File: src/include/mitc_pkg.sv
package mitc_pkg;
	// instruction word layout
	localparam int unsigned INSN_W  = 16;
	localparam int unsigned PC_W    = 11;
	localparam int unsigned DATA_W  = 8;
	localparam int unsigned DADDR_W = 7;
	localparam int unsigned OP_W    = 5;
	localparam int unsigned OP_LO   = 11;
	localparam int unsigned DST_POS = 10;
	localparam int unsigned BIT_LO  = 7;
	localparam int unsigned BIT_W   = 3;

	// instruction cycle timing
	localparam int unsigned CLK_PERIOD_NS  = 5;
	localparam int unsigned CLKS_PER_CYCLE = 4;
	localparam logic [1:0]  PHASE_FIRST    = 2'h0;
	localparam logic [1:0]  PHASE_LAST     = 2'(CLKS_PER_CYCLE - 1);

	// reset values and low pc address
	localparam logic [PC_W-1:0]    PC_RST  = 11'h000;
	localparam logic [DATA_W-1:0]  ACC_RST = 8'h00;
	localparam logic [DADDR_W-1:0] PCL_ADDR = 7'h00;

	// clock source options
	localparam logic OSC_XTAL = 1'b0;
	localparam logic OSC_RC   = 1'b1;

	// opcodes
	localparam logic [OP_W-1:0] OP_NOP   = 5'h00;
	localparam logic [OP_W-1:0] OP_MOVAM = 5'h01;
	localparam logic [OP_W-1:0] OP_MOVMA = 5'h02;
	localparam logic [OP_W-1:0] OP_MOVAI = 5'h03;
	localparam logic [OP_W-1:0] OP_ADD   = 5'h04;
	localparam logic [OP_W-1:0] OP_ADC   = 5'h05;
	localparam logic [OP_W-1:0] OP_SUB   = 5'h06;
	localparam logic [OP_W-1:0] OP_SBC   = 5'h07;
	localparam logic [OP_W-1:0] OP_ADDI  = 5'h08;
	localparam logic [OP_W-1:0] OP_SUBI  = 5'h09;
	localparam logic [OP_W-1:0] OP_AND   = 5'h0A;
	localparam logic [OP_W-1:0] OP_OR    = 5'h0B;
	localparam logic [OP_W-1:0] OP_XOR   = 5'h0C;
	localparam logic [OP_W-1:0] OP_ANDI  = 5'h0D;
	localparam logic [OP_W-1:0] OP_TBLRD = 5'h0E;
	localparam logic [OP_W-1:0] OP_HALT  = 5'h0F;
	localparam logic [OP_W-1:0] OP_CPL   = 5'h10;
	localparam logic [OP_W-1:0] OP_INC   = 5'h11;
	localparam logic [OP_W-1:0] OP_DEC   = 5'h12;
	localparam logic [OP_W-1:0] OP_RR    = 5'h13;
	localparam logic [OP_W-1:0] OP_RL    = 5'h14;
	localparam logic [OP_W-1:0] OP_RRC   = 5'h15;
	localparam logic [OP_W-1:0] OP_RLC   = 5'h16;
	localparam logic [OP_W-1:0] OP_CLRB  = 5'h17;
	localparam logic [OP_W-1:0] OP_SETB  = 5'h18;
	localparam logic [OP_W-1:0] OP_SZ    = 5'h19;
	localparam logic [OP_W-1:0] OP_SZB   = 5'h1A;
	localparam logic [OP_W-1:0] OP_SNZB  = 5'h1B;
	localparam logic [OP_W-1:0] OP_JMP   = 5'h1C;
	localparam logic [OP_W-1:0] OP_CALL  = 5'h1D;
	localparam logic [OP_W-1:0] OP_RET   = 5'h1E;
	localparam logic [OP_W-1:0] OP_INTERRUPT_EXIT  = 5'h1F;
endpackage

File: src/rtl/mitc_alu.sv
`timescale 1ns/1ps
`default_nettype none
module mitc_alu (
	input  wire logic [4:0] op,
	input  wire logic [7:0] acc,
	input  wire logic [7:0] mem,
	input  wire logic [7:0] imm,
	input  wire logic [2:0] bsel,
	input  wire logic       cin,
	output logic      [7:0] res,
	output logic            cout,
	output logic            c_aff,
	output logic            z_aff,
	output logic            skip
);
	logic [8:0] wide;
	logic [7:0] bmask;

	assign bmask = 8'h01 << bsel;

	always_comb begin
		wide  = 9'h000;
		res   = mem;
		cout  = cin;
		c_aff = 1'b0;
		z_aff = 1'b0;
		skip  = 1'b0;
		case (op)
			mitc_pkg::OP_MOVMA: res = acc;
			mitc_pkg::OP_MOVAI: res = imm;
			mitc_pkg::OP_ADD, mitc_pkg::OP_ADC, mitc_pkg::OP_ADDI: begin
				wide = {1'b0, acc} + ((op == mitc_pkg::OP_ADDI) ? {1'b0, imm}
					: {1'b0, mem}) + {8'h00, (op == mitc_pkg::OP_ADC) & cin};
				res   = wide[7:0];
				cout  = wide[8];
				c_aff = 1'b1;
				z_aff = 1'b1;
			end
			mitc_pkg::OP_SUB, mitc_pkg::OP_SBC, mitc_pkg::OP_SUBI: begin
				wide = {1'b0, acc} - ((op == mitc_pkg::OP_SUBI) ? {1'b0, imm}
					: {1'b0, mem}) - {8'h00, (op == mitc_pkg::OP_SBC) & cin};
				res   = wide[7:0];
				cout  = wide[8];
				c_aff = 1'b1;
				z_aff = 1'b1;
			end
			mitc_pkg::OP_AND: begin
				res   = acc & mem;
				z_aff = 1'b1;
			end
			mitc_pkg::OP_OR: begin
				res   = acc | mem;
				z_aff = 1'b1;
			end
			mitc_pkg::OP_XOR: begin
				res   = acc ^ mem;
				z_aff = 1'b1;
			end
			mitc_pkg::OP_ANDI: begin
				res   = acc & imm;
				z_aff = 1'b1;
			end
			mitc_pkg::OP_CPL: begin
				res   = ~mem;
				z_aff = 1'b1;
			end
			mitc_pkg::OP_INC: begin
				res   = mem + 8'h01;
				z_aff = 1'b1;
			end
			mitc_pkg::OP_DEC: begin
				res   = mem - 8'h01;
				z_aff = 1'b1;
			end
			mitc_pkg::OP_RR: res = {mem[0], mem[7:1]};
			mitc_pkg::OP_RL: res = {mem[6:0], mem[7]};
			mitc_pkg::OP_RRC: begin
				res   = {cin, mem[7:1]};
				cout  = mem[0];
				c_aff = 1'b1;
			end
			mitc_pkg::OP_RLC: begin
				res   = {mem[6:0], cin};
				cout  = mem[7];
				c_aff = 1'b1;
			end
			mitc_pkg::OP_CLRB: res = mem & ~bmask;
			mitc_pkg::OP_SETB: res = mem | bmask;
			mitc_pkg::OP_SZ:   skip = (mem == 8'h00);
			mitc_pkg::OP_SZB:  skip = ~|(mem & bmask);
			mitc_pkg::OP_SNZB: skip = |(mem & bmask);
			default: res = mem;
		endcase
	end
endmodule
`default_nettype wire

File: src/rtl/mitc_core.sv
`timescale 1ns/1ps
`default_nettype none
module mitc_core #(
	parameter int unsigned DMEM_DEPTH     = 128,
	parameter int unsigned STACK_DEPTH    = 4,
	parameter logic        FAST_OSC_OPT   = mitc_pkg::OSC_RC,
	parameter logic        SLOW_OSC_OPT   = mitc_pkg::OSC_RC,
	parameter bit          HAS_SLOW_XTAL  = 1'b1
) (
	input  wire logic                        clk_sys,
	input  wire logic                        arst_n,
	input  wire logic [mitc_pkg::INSN_W-1:0] prog_data,
	input  wire logic                        wake,
	output logic      [mitc_pkg::PC_W-1:0]   prog_addr,
	output logic      [mitc_pkg::PC_W-1:0]   pc,
	output logic      [7:0]                  acc,
	output logic                             carry_flag,
	output logic                             zero_flag,
	output logic                             global_interrupt_enable,
	output logic                             power_down,
	output logic      [1:0]                  instr_phase,
	output logic                             instr_done,
	output logic                             fast_clk_src,
	output logic                             slow_clk_src
);
	localparam int unsigned SP_W = (STACK_DEPTH > 1) ? $clog2(STACK_DEPTH) : 1;

	initial begin
		if (DMEM_DEPTH < 2 || DMEM_DEPTH > (1 << mitc_pkg::DADDR_W))
			$error("data memory depth out of range");
		if (STACK_DEPTH < 2 || (STACK_DEPTH & (STACK_DEPTH - 1)) != 0)
			$error("stack depth must be a power of two");
		if (!HAS_SLOW_XTAL && SLOW_OSC_OPT == mitc_pkg::OSC_XTAL)
			$error("slow crystal not present on this variant");
	end

	typedef enum logic [1:0] {ST_RUN, ST_EXTRA, ST_SLEEP} mitc_state_e;

	mitc_state_e          state;
	logic [7:0]           dmem [DMEM_DEPTH];
	logic [mitc_pkg::PC_W-1:0] stack [STACK_DEPTH];
	logic [SP_W-1:0]      sp;
	logic                 tbl_pend;

	// instruction field decode
	logic [4:0]                   op;
	logic                         dst_mem;
	logic [2:0]                   bsel;
	logic [mitc_pkg::DADDR_W-1:0] daddr;
	logic [7:0]                   imm;
	logic [mitc_pkg::PC_W-1:0]    jaddr;

	assign op      = prog_data[mitc_pkg::OP_LO +: mitc_pkg::OP_W];
	assign dst_mem = prog_data[mitc_pkg::DST_POS];
	assign bsel    = prog_data[mitc_pkg::BIT_LO +: mitc_pkg::BIT_W];
	assign daddr   = prog_data[mitc_pkg::DADDR_W-1:0];
	assign imm     = prog_data[7:0];
	assign jaddr   = prog_data[mitc_pkg::PC_W-1:0];

	logic is_pcl;
	logic in_range;
	logic [7:0] mem_rd;

	assign is_pcl   = (daddr == mitc_pkg::PCL_ADDR);
	assign in_range = (32'(daddr) < DMEM_DEPTH);
	assign mem_rd   = is_pcl ? pc[7:0] : (in_range ? dmem[daddr] : 8'h00);

	logic [7:0] alu_res;
	logic       alu_cout;
	logic       alu_c_aff;
	logic       alu_z_aff;
	logic       alu_skip;

	mitc_alu u_alu (
		.op    (op),
		.acc   (acc),
		.mem   (mem_rd),
		.imm   (imm),
		.bsel  (bsel),
		.cin   (carry_flag),
		.res   (alu_res),
		.cout  (alu_cout),
		.c_aff (alu_c_aff),
		.z_aff (alu_z_aff),
		.skip  (alu_skip)
	);

	// destination selection
	logic dst_grp;
	logic to_mem;
	logic to_acc;
	logic pcl_jump;

	assign dst_grp = (op >= mitc_pkg::OP_CPL && op <= mitc_pkg::OP_RLC)
		|| op == mitc_pkg::OP_ADD || op == mitc_pkg::OP_ADC
		|| op == mitc_pkg::OP_SUB || op == mitc_pkg::OP_SBC
		|| op == mitc_pkg::OP_AND || op == mitc_pkg::OP_OR
		|| op == mitc_pkg::OP_XOR;
	assign to_mem = op == mitc_pkg::OP_MOVMA || op == mitc_pkg::OP_CLRB
		|| op == mitc_pkg::OP_SETB || (dst_grp && dst_mem);
	assign to_acc = op == mitc_pkg::OP_MOVAM || op == mitc_pkg::OP_MOVAI
		|| op == mitc_pkg::OP_ADDI || op == mitc_pkg::OP_SUBI
		|| op == mitc_pkg::OP_ANDI || (dst_grp && !dst_mem);
	assign pcl_jump = to_mem && is_pcl;

	// sequencing
	logic exec;
	logic extra_end;
	logic is_branch;
	logic two_cycle;
	logic [mitc_pkg::PC_W-1:0] pc_plus1;
	logic [mitc_pkg::PC_W-1:0] pc_plus2;
	logic [mitc_pkg::PC_W-1:0] stack_top;
	logic [mitc_pkg::PC_W-1:0] tbl_addr;
	logic [mitc_pkg::PC_W-1:0] next_pc;

	assign exec      = (state == ST_RUN) && (instr_phase == mitc_pkg::PHASE_LAST);
	assign extra_end = (state == ST_EXTRA) && (instr_phase == mitc_pkg::PHASE_LAST);
	assign is_branch = op == mitc_pkg::OP_JMP || op == mitc_pkg::OP_CALL
		|| op == mitc_pkg::OP_RET || op == mitc_pkg::OP_INTERRUPT_EXIT;
	assign two_cycle = is_branch || op == mitc_pkg::OP_TBLRD
		|| pcl_jump || alu_skip;
	assign pc_plus1  = pc + 11'h001;
	assign pc_plus2  = pc + 11'h002;
	assign stack_top = stack[sp - SP_W'(1)];
	assign tbl_addr  = {pc[mitc_pkg::PC_W-1:8], acc};
	assign next_pc   =
		(op == mitc_pkg::OP_JMP || op == mitc_pkg::OP_CALL) ? jaddr :
		(op == mitc_pkg::OP_RET || op == mitc_pkg::OP_INTERRUPT_EXIT) ? stack_top :
		pcl_jump ? {pc[mitc_pkg::PC_W-1:8], alu_res} :
		alu_skip ? pc_plus2 : pc_plus1;

	// phase counter and state
	always_ff @(posedge clk_sys or negedge arst_n) begin
		if (!arst_n) begin
			instr_phase <= mitc_pkg::PHASE_FIRST;
			state       <= ST_RUN;
		end else begin
			instr_phase <= instr_phase + 2'h1;
			if (exec && op == mitc_pkg::OP_HALT)
				state <= ST_SLEEP;
			else if (exec && two_cycle)
				state <= ST_EXTRA;
			else if (extra_end)
				state <= ST_RUN;
			else if (state == ST_SLEEP && wake
				&& instr_phase == mitc_pkg::PHASE_LAST)
				state <= ST_RUN;
		end
	end

	// program counter and fetch address
	always_ff @(posedge clk_sys or negedge arst_n) begin
		if (!arst_n) begin
			pc        <= mitc_pkg::PC_RST;
			prog_addr <= mitc_pkg::PC_RST;
			tbl_pend  <= 1'b0;
		end else if (exec) begin
			pc        <= next_pc;
			prog_addr <= (op == mitc_pkg::OP_TBLRD) ? tbl_addr : next_pc;
			tbl_pend  <= (op == mitc_pkg::OP_TBLRD);
		end else if (extra_end) begin
			prog_addr <= pc;
			tbl_pend  <= 1'b0;
		end
	end

	// return stack
	always_ff @(posedge clk_sys or negedge arst_n) begin
		if (!arst_n) begin
			sp <= '0;
			for (int i = 0; i < STACK_DEPTH; i++)
				stack[i] <= mitc_pkg::PC_RST;
		end else if (exec && op == mitc_pkg::OP_CALL) begin
			stack[sp] <= pc_plus1;
			sp        <= sp + SP_W'(1);
		end else if (exec && (op == mitc_pkg::OP_RET || op == mitc_pkg::OP_INTERRUPT_EXIT)) begin
			sp <= sp - SP_W'(1);
		end
	end

	// data memory
	always_ff @(posedge clk_sys or negedge arst_n) begin
		if (!arst_n) begin
			for (int i = 0; i < DMEM_DEPTH; i++)
				dmem[i] <= 8'h00;
		end else if (exec && to_mem && !is_pcl && in_range) begin
			dmem[daddr] <= alu_res;
		end
	end

	// accumulator, flags, status
	always_ff @(posedge clk_sys or negedge arst_n) begin
		if (!arst_n) begin
			acc                     <= mitc_pkg::ACC_RST;
			carry_flag              <= 1'b0;
			zero_flag               <= 1'b0;
			global_interrupt_enable <= 1'b0;
			power_down              <= 1'b0;
			instr_done              <= 1'b0;
		end else begin
			instr_done <= (exec && !two_cycle) || extra_end;
			if (exec && to_acc)
				acc <= alu_res;
			else if (extra_end && tbl_pend)
				acc <= prog_data[7:0];
			if (exec && alu_c_aff)
				carry_flag <= alu_cout;
			if (exec && alu_z_aff)
				zero_flag <= (alu_res == 8'h00);
			if (exec && op == mitc_pkg::OP_INTERRUPT_EXIT)
				global_interrupt_enable <= 1'b1;
			if (exec && op == mitc_pkg::OP_HALT)
				power_down <= 1'b1;
			else if (state == ST_SLEEP && wake
				&& instr_phase == mitc_pkg::PHASE_LAST)
				power_down <= 1'b0;
		end
	end

	// clock source options, constants fixed at build
	always_ff @(posedge clk_sys or negedge arst_n) begin
		if (!arst_n) begin
			fast_clk_src <= FAST_OSC_OPT;
			slow_clk_src <= HAS_SLOW_XTAL ? SLOW_OSC_OPT : mitc_pkg::OSC_RC;
		end else begin
			fast_clk_src <= FAST_OSC_OPT;
			slow_clk_src <= HAS_SLOW_XTAL ? SLOW_OSC_OPT : mitc_pkg::OSC_RC;
		end
	end

	// checking helpers
	logic       add_ovf;
	logic [7:0] xor_val;
	assign add_ovf = ({1'b0, acc} + {1'b0, mem_rd}) > 9'h0FF;
	assign xor_val = acc ^ mem_rd;

	phase_wrap_a: assert property (@(posedge clk_sys) disable iff (!arst_n)
		(instr_phase == mitc_pkg::PHASE_LAST) |=> (instr_phase == mitc_pkg::PHASE_FIRST)
			[*1] ##3 (instr_phase == mitc_pkg::PHASE_LAST))
		else $error("instruction cycle is not four clocks");

	jump_two_a: assert property (@(posedge clk_sys) disable iff (!arst_n)
		(exec && op == mitc_pkg::OP_JMP)
			|=> (state == ST_EXTRA)[*4] ##1 (state == ST_RUN && instr_done))
		else $error("jump did not take two cycles");

	pcl_jump_a: assert property (@(posedge clk_sys) disable iff (!arst_n)
		(exec && pcl_jump)
			|=> (pc[7:0] == $past(alu_res) && state == ST_EXTRA))
		else $error("low pc write did not jump");

	one_cycle_a: assert property (@(posedge clk_sys) disable iff (!arst_n)
		(exec && !two_cycle && op != mitc_pkg::OP_HALT)
			|=> (instr_done && state == ST_RUN) ##4 (pc != $past(pc, 5) || exec))
		else $error("plain instruction did not finish in one cycle");

	skip_pc_a: assert property (@(posedge clk_sys) disable iff (!arst_n)
		(exec && alu_skip) |=> (pc == $past(pc_plus2)))
		else $error("skip did not bypass the next instruction");

	ret_addr_a: assert property (@(posedge clk_sys) disable iff (!arst_n)
		(exec && op == mitc_pkg::OP_RET) |=> (pc == $past(stack_top)))
		else $error("return address wrong");

	add_carry_a: assert property (@(posedge clk_sys) disable iff (!arst_n)
		(exec && op == mitc_pkg::OP_ADD) |=> (carry_flag == $past(add_ovf)))
		else $error("add carry wrong");

	xor_zero_a: assert property (@(posedge clk_sys) disable iff (!arst_n)
		(exec && op == mitc_pkg::OP_XOR) |=> (zero_flag == ($past(xor_val) == 8'h00)))
		else $error("zero flag wrong after xor");

	interrupt_exit_gie_a: assert property (@(posedge clk_sys) disable iff (!arst_n)
		(exec && op == mitc_pkg::OP_INTERRUPT_EXIT) |=> global_interrupt_enable)
		else $error("interrupt exit did not set enable");

	ret_gie_a: assert property (@(posedge clk_sys) disable iff (!arst_n)
		(exec && op == mitc_pkg::OP_RET)
			|=> (global_interrupt_enable == $past(global_interrupt_enable)))
		else $error("plain exit changed enable");

	cfg_fixed_a: assert property (@(posedge clk_sys) disable iff (!arst_n)
		1'b1 |=> ($stable(fast_clk_src) && $stable(slow_clk_src)))
		else $error("clock option changed at run time");

	reset_pc_a: assert property (@(posedge clk_sys) disable iff (!arst_n)
		$rose(arst_n) |-> (pc == mitc_pkg::PC_RST
			&& instr_phase == mitc_pkg::PHASE_FIRST))
		else $error("pc not at reset value");
endmodule
`default_nettype wire

File: config.mk
export PLATFORM = sky130hd
export DESIGN_NAME = mitc_core
export DESIGN_NICKNAME = d
export VERILOG_FILES = /design/src/include/mitc_pkg.sv /design/src/rtl/mitc_alu.sv /design/src/rtl/mitc_core.sv
export SDC_FILE = /design/constraint.sdc
export NUM_CORES = 2
export LEC_CHECK = 0
export ABC_CLOCK_PERIOD_IN_PS = 5070
export CAP_MARGIN = 10
export CELL_PAD_IN_SITES_DETAIL_PLACEMENT = 0
export CELL_PAD_IN_SITES_GLOBAL_PLACEMENT = 1
export CORE_MARGIN = 10
export CORE_UTILIZATION = 45
export DETAILED_ROUTE_END_ITERATION = 8
export DONT_BUFFER_PORTS = 1
export HOLD_SLACK_MARGIN = 0.05
export PLACE_DENSITY_LB_ADDON = 0.1
export SLEW_MARGIN = 0
export SYNTH_ARGS = -nofsm -noshare
export SYNTH_HDL_FRONTEND = slang
export SYNTH_SLANG_ARGS = --single-unit
export TNS_END_PERCENT = 10
File: constraint.sdc
create_clock -name clk_sys -period 5.07 [get_ports clk_sys]
set_input_delay 1.014 -clock clk_sys [delete_from_list [all_inputs] [get_ports clk_sys]]
set_output_delay 1.014 -clock clk_sys [all_outputs]
set_load 0.1 [all_outputs]
==> results by group <==
Yosys
  – Post-synth top area share: 51.0%
  – Sequential fraction of the synthesis area: 51.0%
  – Post-Syn Area: 54400 µm²
  – Syn_area_per_cell: 9.88 µm²
  – Yosys cell types: 111
  – Ys flop type: dfrtp_1
  – #FFs+latches synth: 1107
  – Post-synth ARST share: 100%
  – Count leader, synth: dfrtp_1
  – Post-Syn Instances: 5503
  – Area leader, netlist: dfrtp_1
  – Largest cells by area after synthesis: dfrtp_1 51%, o21ai_0 7.7%, nand2_1 7.6%
  – Ys Warns: 0
  – Synth top cells by count: 1107 x dfrtp_1, 1100 x nand2_1, 833 x o21ai_0, 316 x clkbuf_1, 252 x mux2_2
  – EDFF count, synth: 0

Power and ir drop
  – Max rail drop VDD: 0.361 mV
  – PD cells: 362 nW/µm²
  – Pleak: 29.7 nW
  – Final Power: 23.8 mW

Timing
  – Clock skew: 0.0373 ns
  – Max frequency: 167 MHz
  – # setup viols final: 974
  – Final WS setup: -0.915 ns
  – Fin crit share: 118%
  – Fin crit period: 5.99 ns
  – Slew margin rel.: 5.90%
  – Unrepaired setup endpoints after global routing: yes
  – Slew Limit Fails: 0
  – Measured slew at the worst slew-check pin: 1.41 ns
  – Fin. Hold Viols: 0

GRT
  – Initial antenna violation count: 2
  – First-pass GRT wire length: 315000 µm
  – Largest net degree at the start of global routing: 283
  – GR Overflow Total: 0
  – Vias in the first global route: 43700
  – Total GRT Usage: 31.2%

Worst setup path
  – Slowest cell delay on critical path: 0.41 ns
  – Worst-path fanout max: 282
  – Max stage delay cell, worst path: nor2_4
  – R2r worst-path depth: 27
  – Critical Path Sink Type: flop
  – WP data required: 5.73 ns
  – Flop2flop setup slack: -0.46 ns
  – CP Launch Type: input pin
  – CP arrival: 6.64 ns
  – CP top delay family: compound AO/OA/AOI/OAI gates
  – RR Startpoint: dmem[280]$_DFFE_PN0P_
  – WP buf/inv: 5
  – Reg-to-reg endpoint: dmem[822]$_DFFE_PN0P_
  – Critical path class: input pin to flop

Detailed routing
  – Iter 0 DRT Violations: 4738
  – ANT nets after route: 0
  – WL final: 216000 µm
  – WL per Instance: 28.9 µm
  – Avg Vias per Cell: 6.02
  – DRC viols: 0
  – DR vias: 45000
  – DR pass1 iterations: 8

Clock network
  – Worst-path clk slew: 0.06 ns
  – CTS Root Cell: clkbuf_16
  – CTS tree: yes
  – CTS Buf Count: 130
  – CTS Buffer Depth: 3
  – H-tree depth: 4
  – Skew-Pair Late Insertion Delay: 0.79 ns
  – Clock sink count: 1107

Floorplan
  – DIE AREA: 135000 µm²
  – Core footprint: 120000 µm²
  – Boundary Pins: 58
  – DIE WIDTH: 368 µm
  – Site Rows: 127
  – Die H: 368 µm
  – Initial core utilization: 45.3%

Finish
  – Area delta synth->final: 20.9%
  – Share of post-route cells with drive strength above 1: 23.0%
  – Nets: 5823
  – Final Core Density: 54.8%
  – Filler Cells Inserted: 10800

Min path
  – Worst min path class: input pin to asynchronous set/reset pin

Place
  – Pre-CTS setup slack: -1.91 ns
  – GPL Wtd Cong: 0.930
  – DP HPWL: 144000 µm
  – IO buf count: 0

Run status
  – Status: finished with violations
  – Violations in the final reports: setup timing

Flow run
  – Max Cap Viol: 0
where the power goes:
part           switching [mW]  internal (mW)
Combinational            3.12           1.75
Sequential              0.503           9.06
Clock                    3.96           5.38
Total                    7.59           16.2
metrics by stage:
step                      hold slack [ns]  setup TNS [ns]  std cells  area (µm²)
after floorplan                     0.421         -527.60       5504       54600
after global placement              0.358        -1430.80       7199       59700
final                               0.142         -477.84       7477       65700
after detailed placement            0.361        -1416.13       7199       59700
after global routing                0.165         -378.00       7474       65700
after CTS                           0.140         -121.23       7461       65200
worst max path at each step:
| stage | to | slack, ns | startpoint | cells after the start |
|---|---|---|---|---|
| floorplan | dmem[287]$_DFFE_PN0P_ | -1.00 | prog_data[2] | 27 |
| global placement | dmem[478]$_DFFE_PN0P_ | -1.88 | prog_data[1] | 23 |
| detailed placement | dmem[679]$_DFFE_PN0P_ | -1.91 | prog_data[1] | 24 |
| CTS | zero_flag$_DFFE_PN0P_ | -0.40 | dmem[384]$_DFFE_PN0P_ | 24 |
| global route | zero_flag$_DFFE_PN0P_ | -0.79 | prog_data[1] | 24 |
| finish | dmem[822]$_DFFE_PN0P_ | -0.92 | prog_data[1] | 25 |
cell families after synthesis:
logic type	synth area share, %
XOR/XNOR	0.435
AO/OA/AOI/OAI	16.9
buffers and inverters	4.62
adder cells (fa/ha/maj)	0.967
other	0.00690
flip-flops	51.0
multiplexers	12.3
AND/OR/NAND/NOR	13.7
layout make-up:
type	count	area [µm²]	share of cell area, %
sequential	1107	27700	42.2
multi-input combinational	3841	25300	38.5
timing repair buffer	631	6260	9.52
clock buffer	196	3770	5.74
tap	1612	2020	3.07
clock inverter	33	454	0.691
inverter	54	218	0.331
antenna	3	7.51	0.0114
metal layers:
metal / track usage [%] / vias to the layer above / share of wire (%)
met5: 0 / - / 0.0060
met4: 14.3 / 2 / 5.2
met3: 6.75 / 468 / 8.2
met2: 48.2 / 1835 / 45
met1: 42.0 / 22600 / 42
li1: - / 20100 / -
sequential cells by signal, indices dropped and copies added, names as in the netlist, 2 cells and up:
name         count
acc              8
dmem          1021
instr_phase      2
pc              11
prog_addr       11
sp               2
stack           44
state            2
cells in the final DEF (no fill, tap or decap), types with 18 or more instances in the layout:
cell       count
a22o_1        26
o21ai_0      716
nor2b_1       18
mux4_2        74
mux2_2       229
a22oi_1       65
or3_1         41
nand2b_1      37
a221oi_1      56
o22ai_1       52
nand2_1     1092
buf_16        21
mux2i_1      192
nor2_1       222
o21ai_1       94
clkbuf_8      27
inv_1         45
o31ai_1       19
buf_4        508
nor3_1        40
a31oi_1       27
mux2_4        24
o21ai_2       25
dfrtp_1     1106
buf_12        69
ha_1          27
clkbuf_1      39
a221o_1       29
buf_6         26
clkbuf_16    135
a21oi_1      155
nand3_1      131
repair_timing:
action | CTS | global route
hold endpoints to repair | 86 | 0
gates resized for setup | 265 | 66
pin swaps | 78 | 10
gates cloned | 11 | 6
endpoints found under the setup margin | 911 | 911
buffers inserted | 23 | 6
hold buffers | 1 | 0
Note: power is estimated with default switching activity, not from simulation.
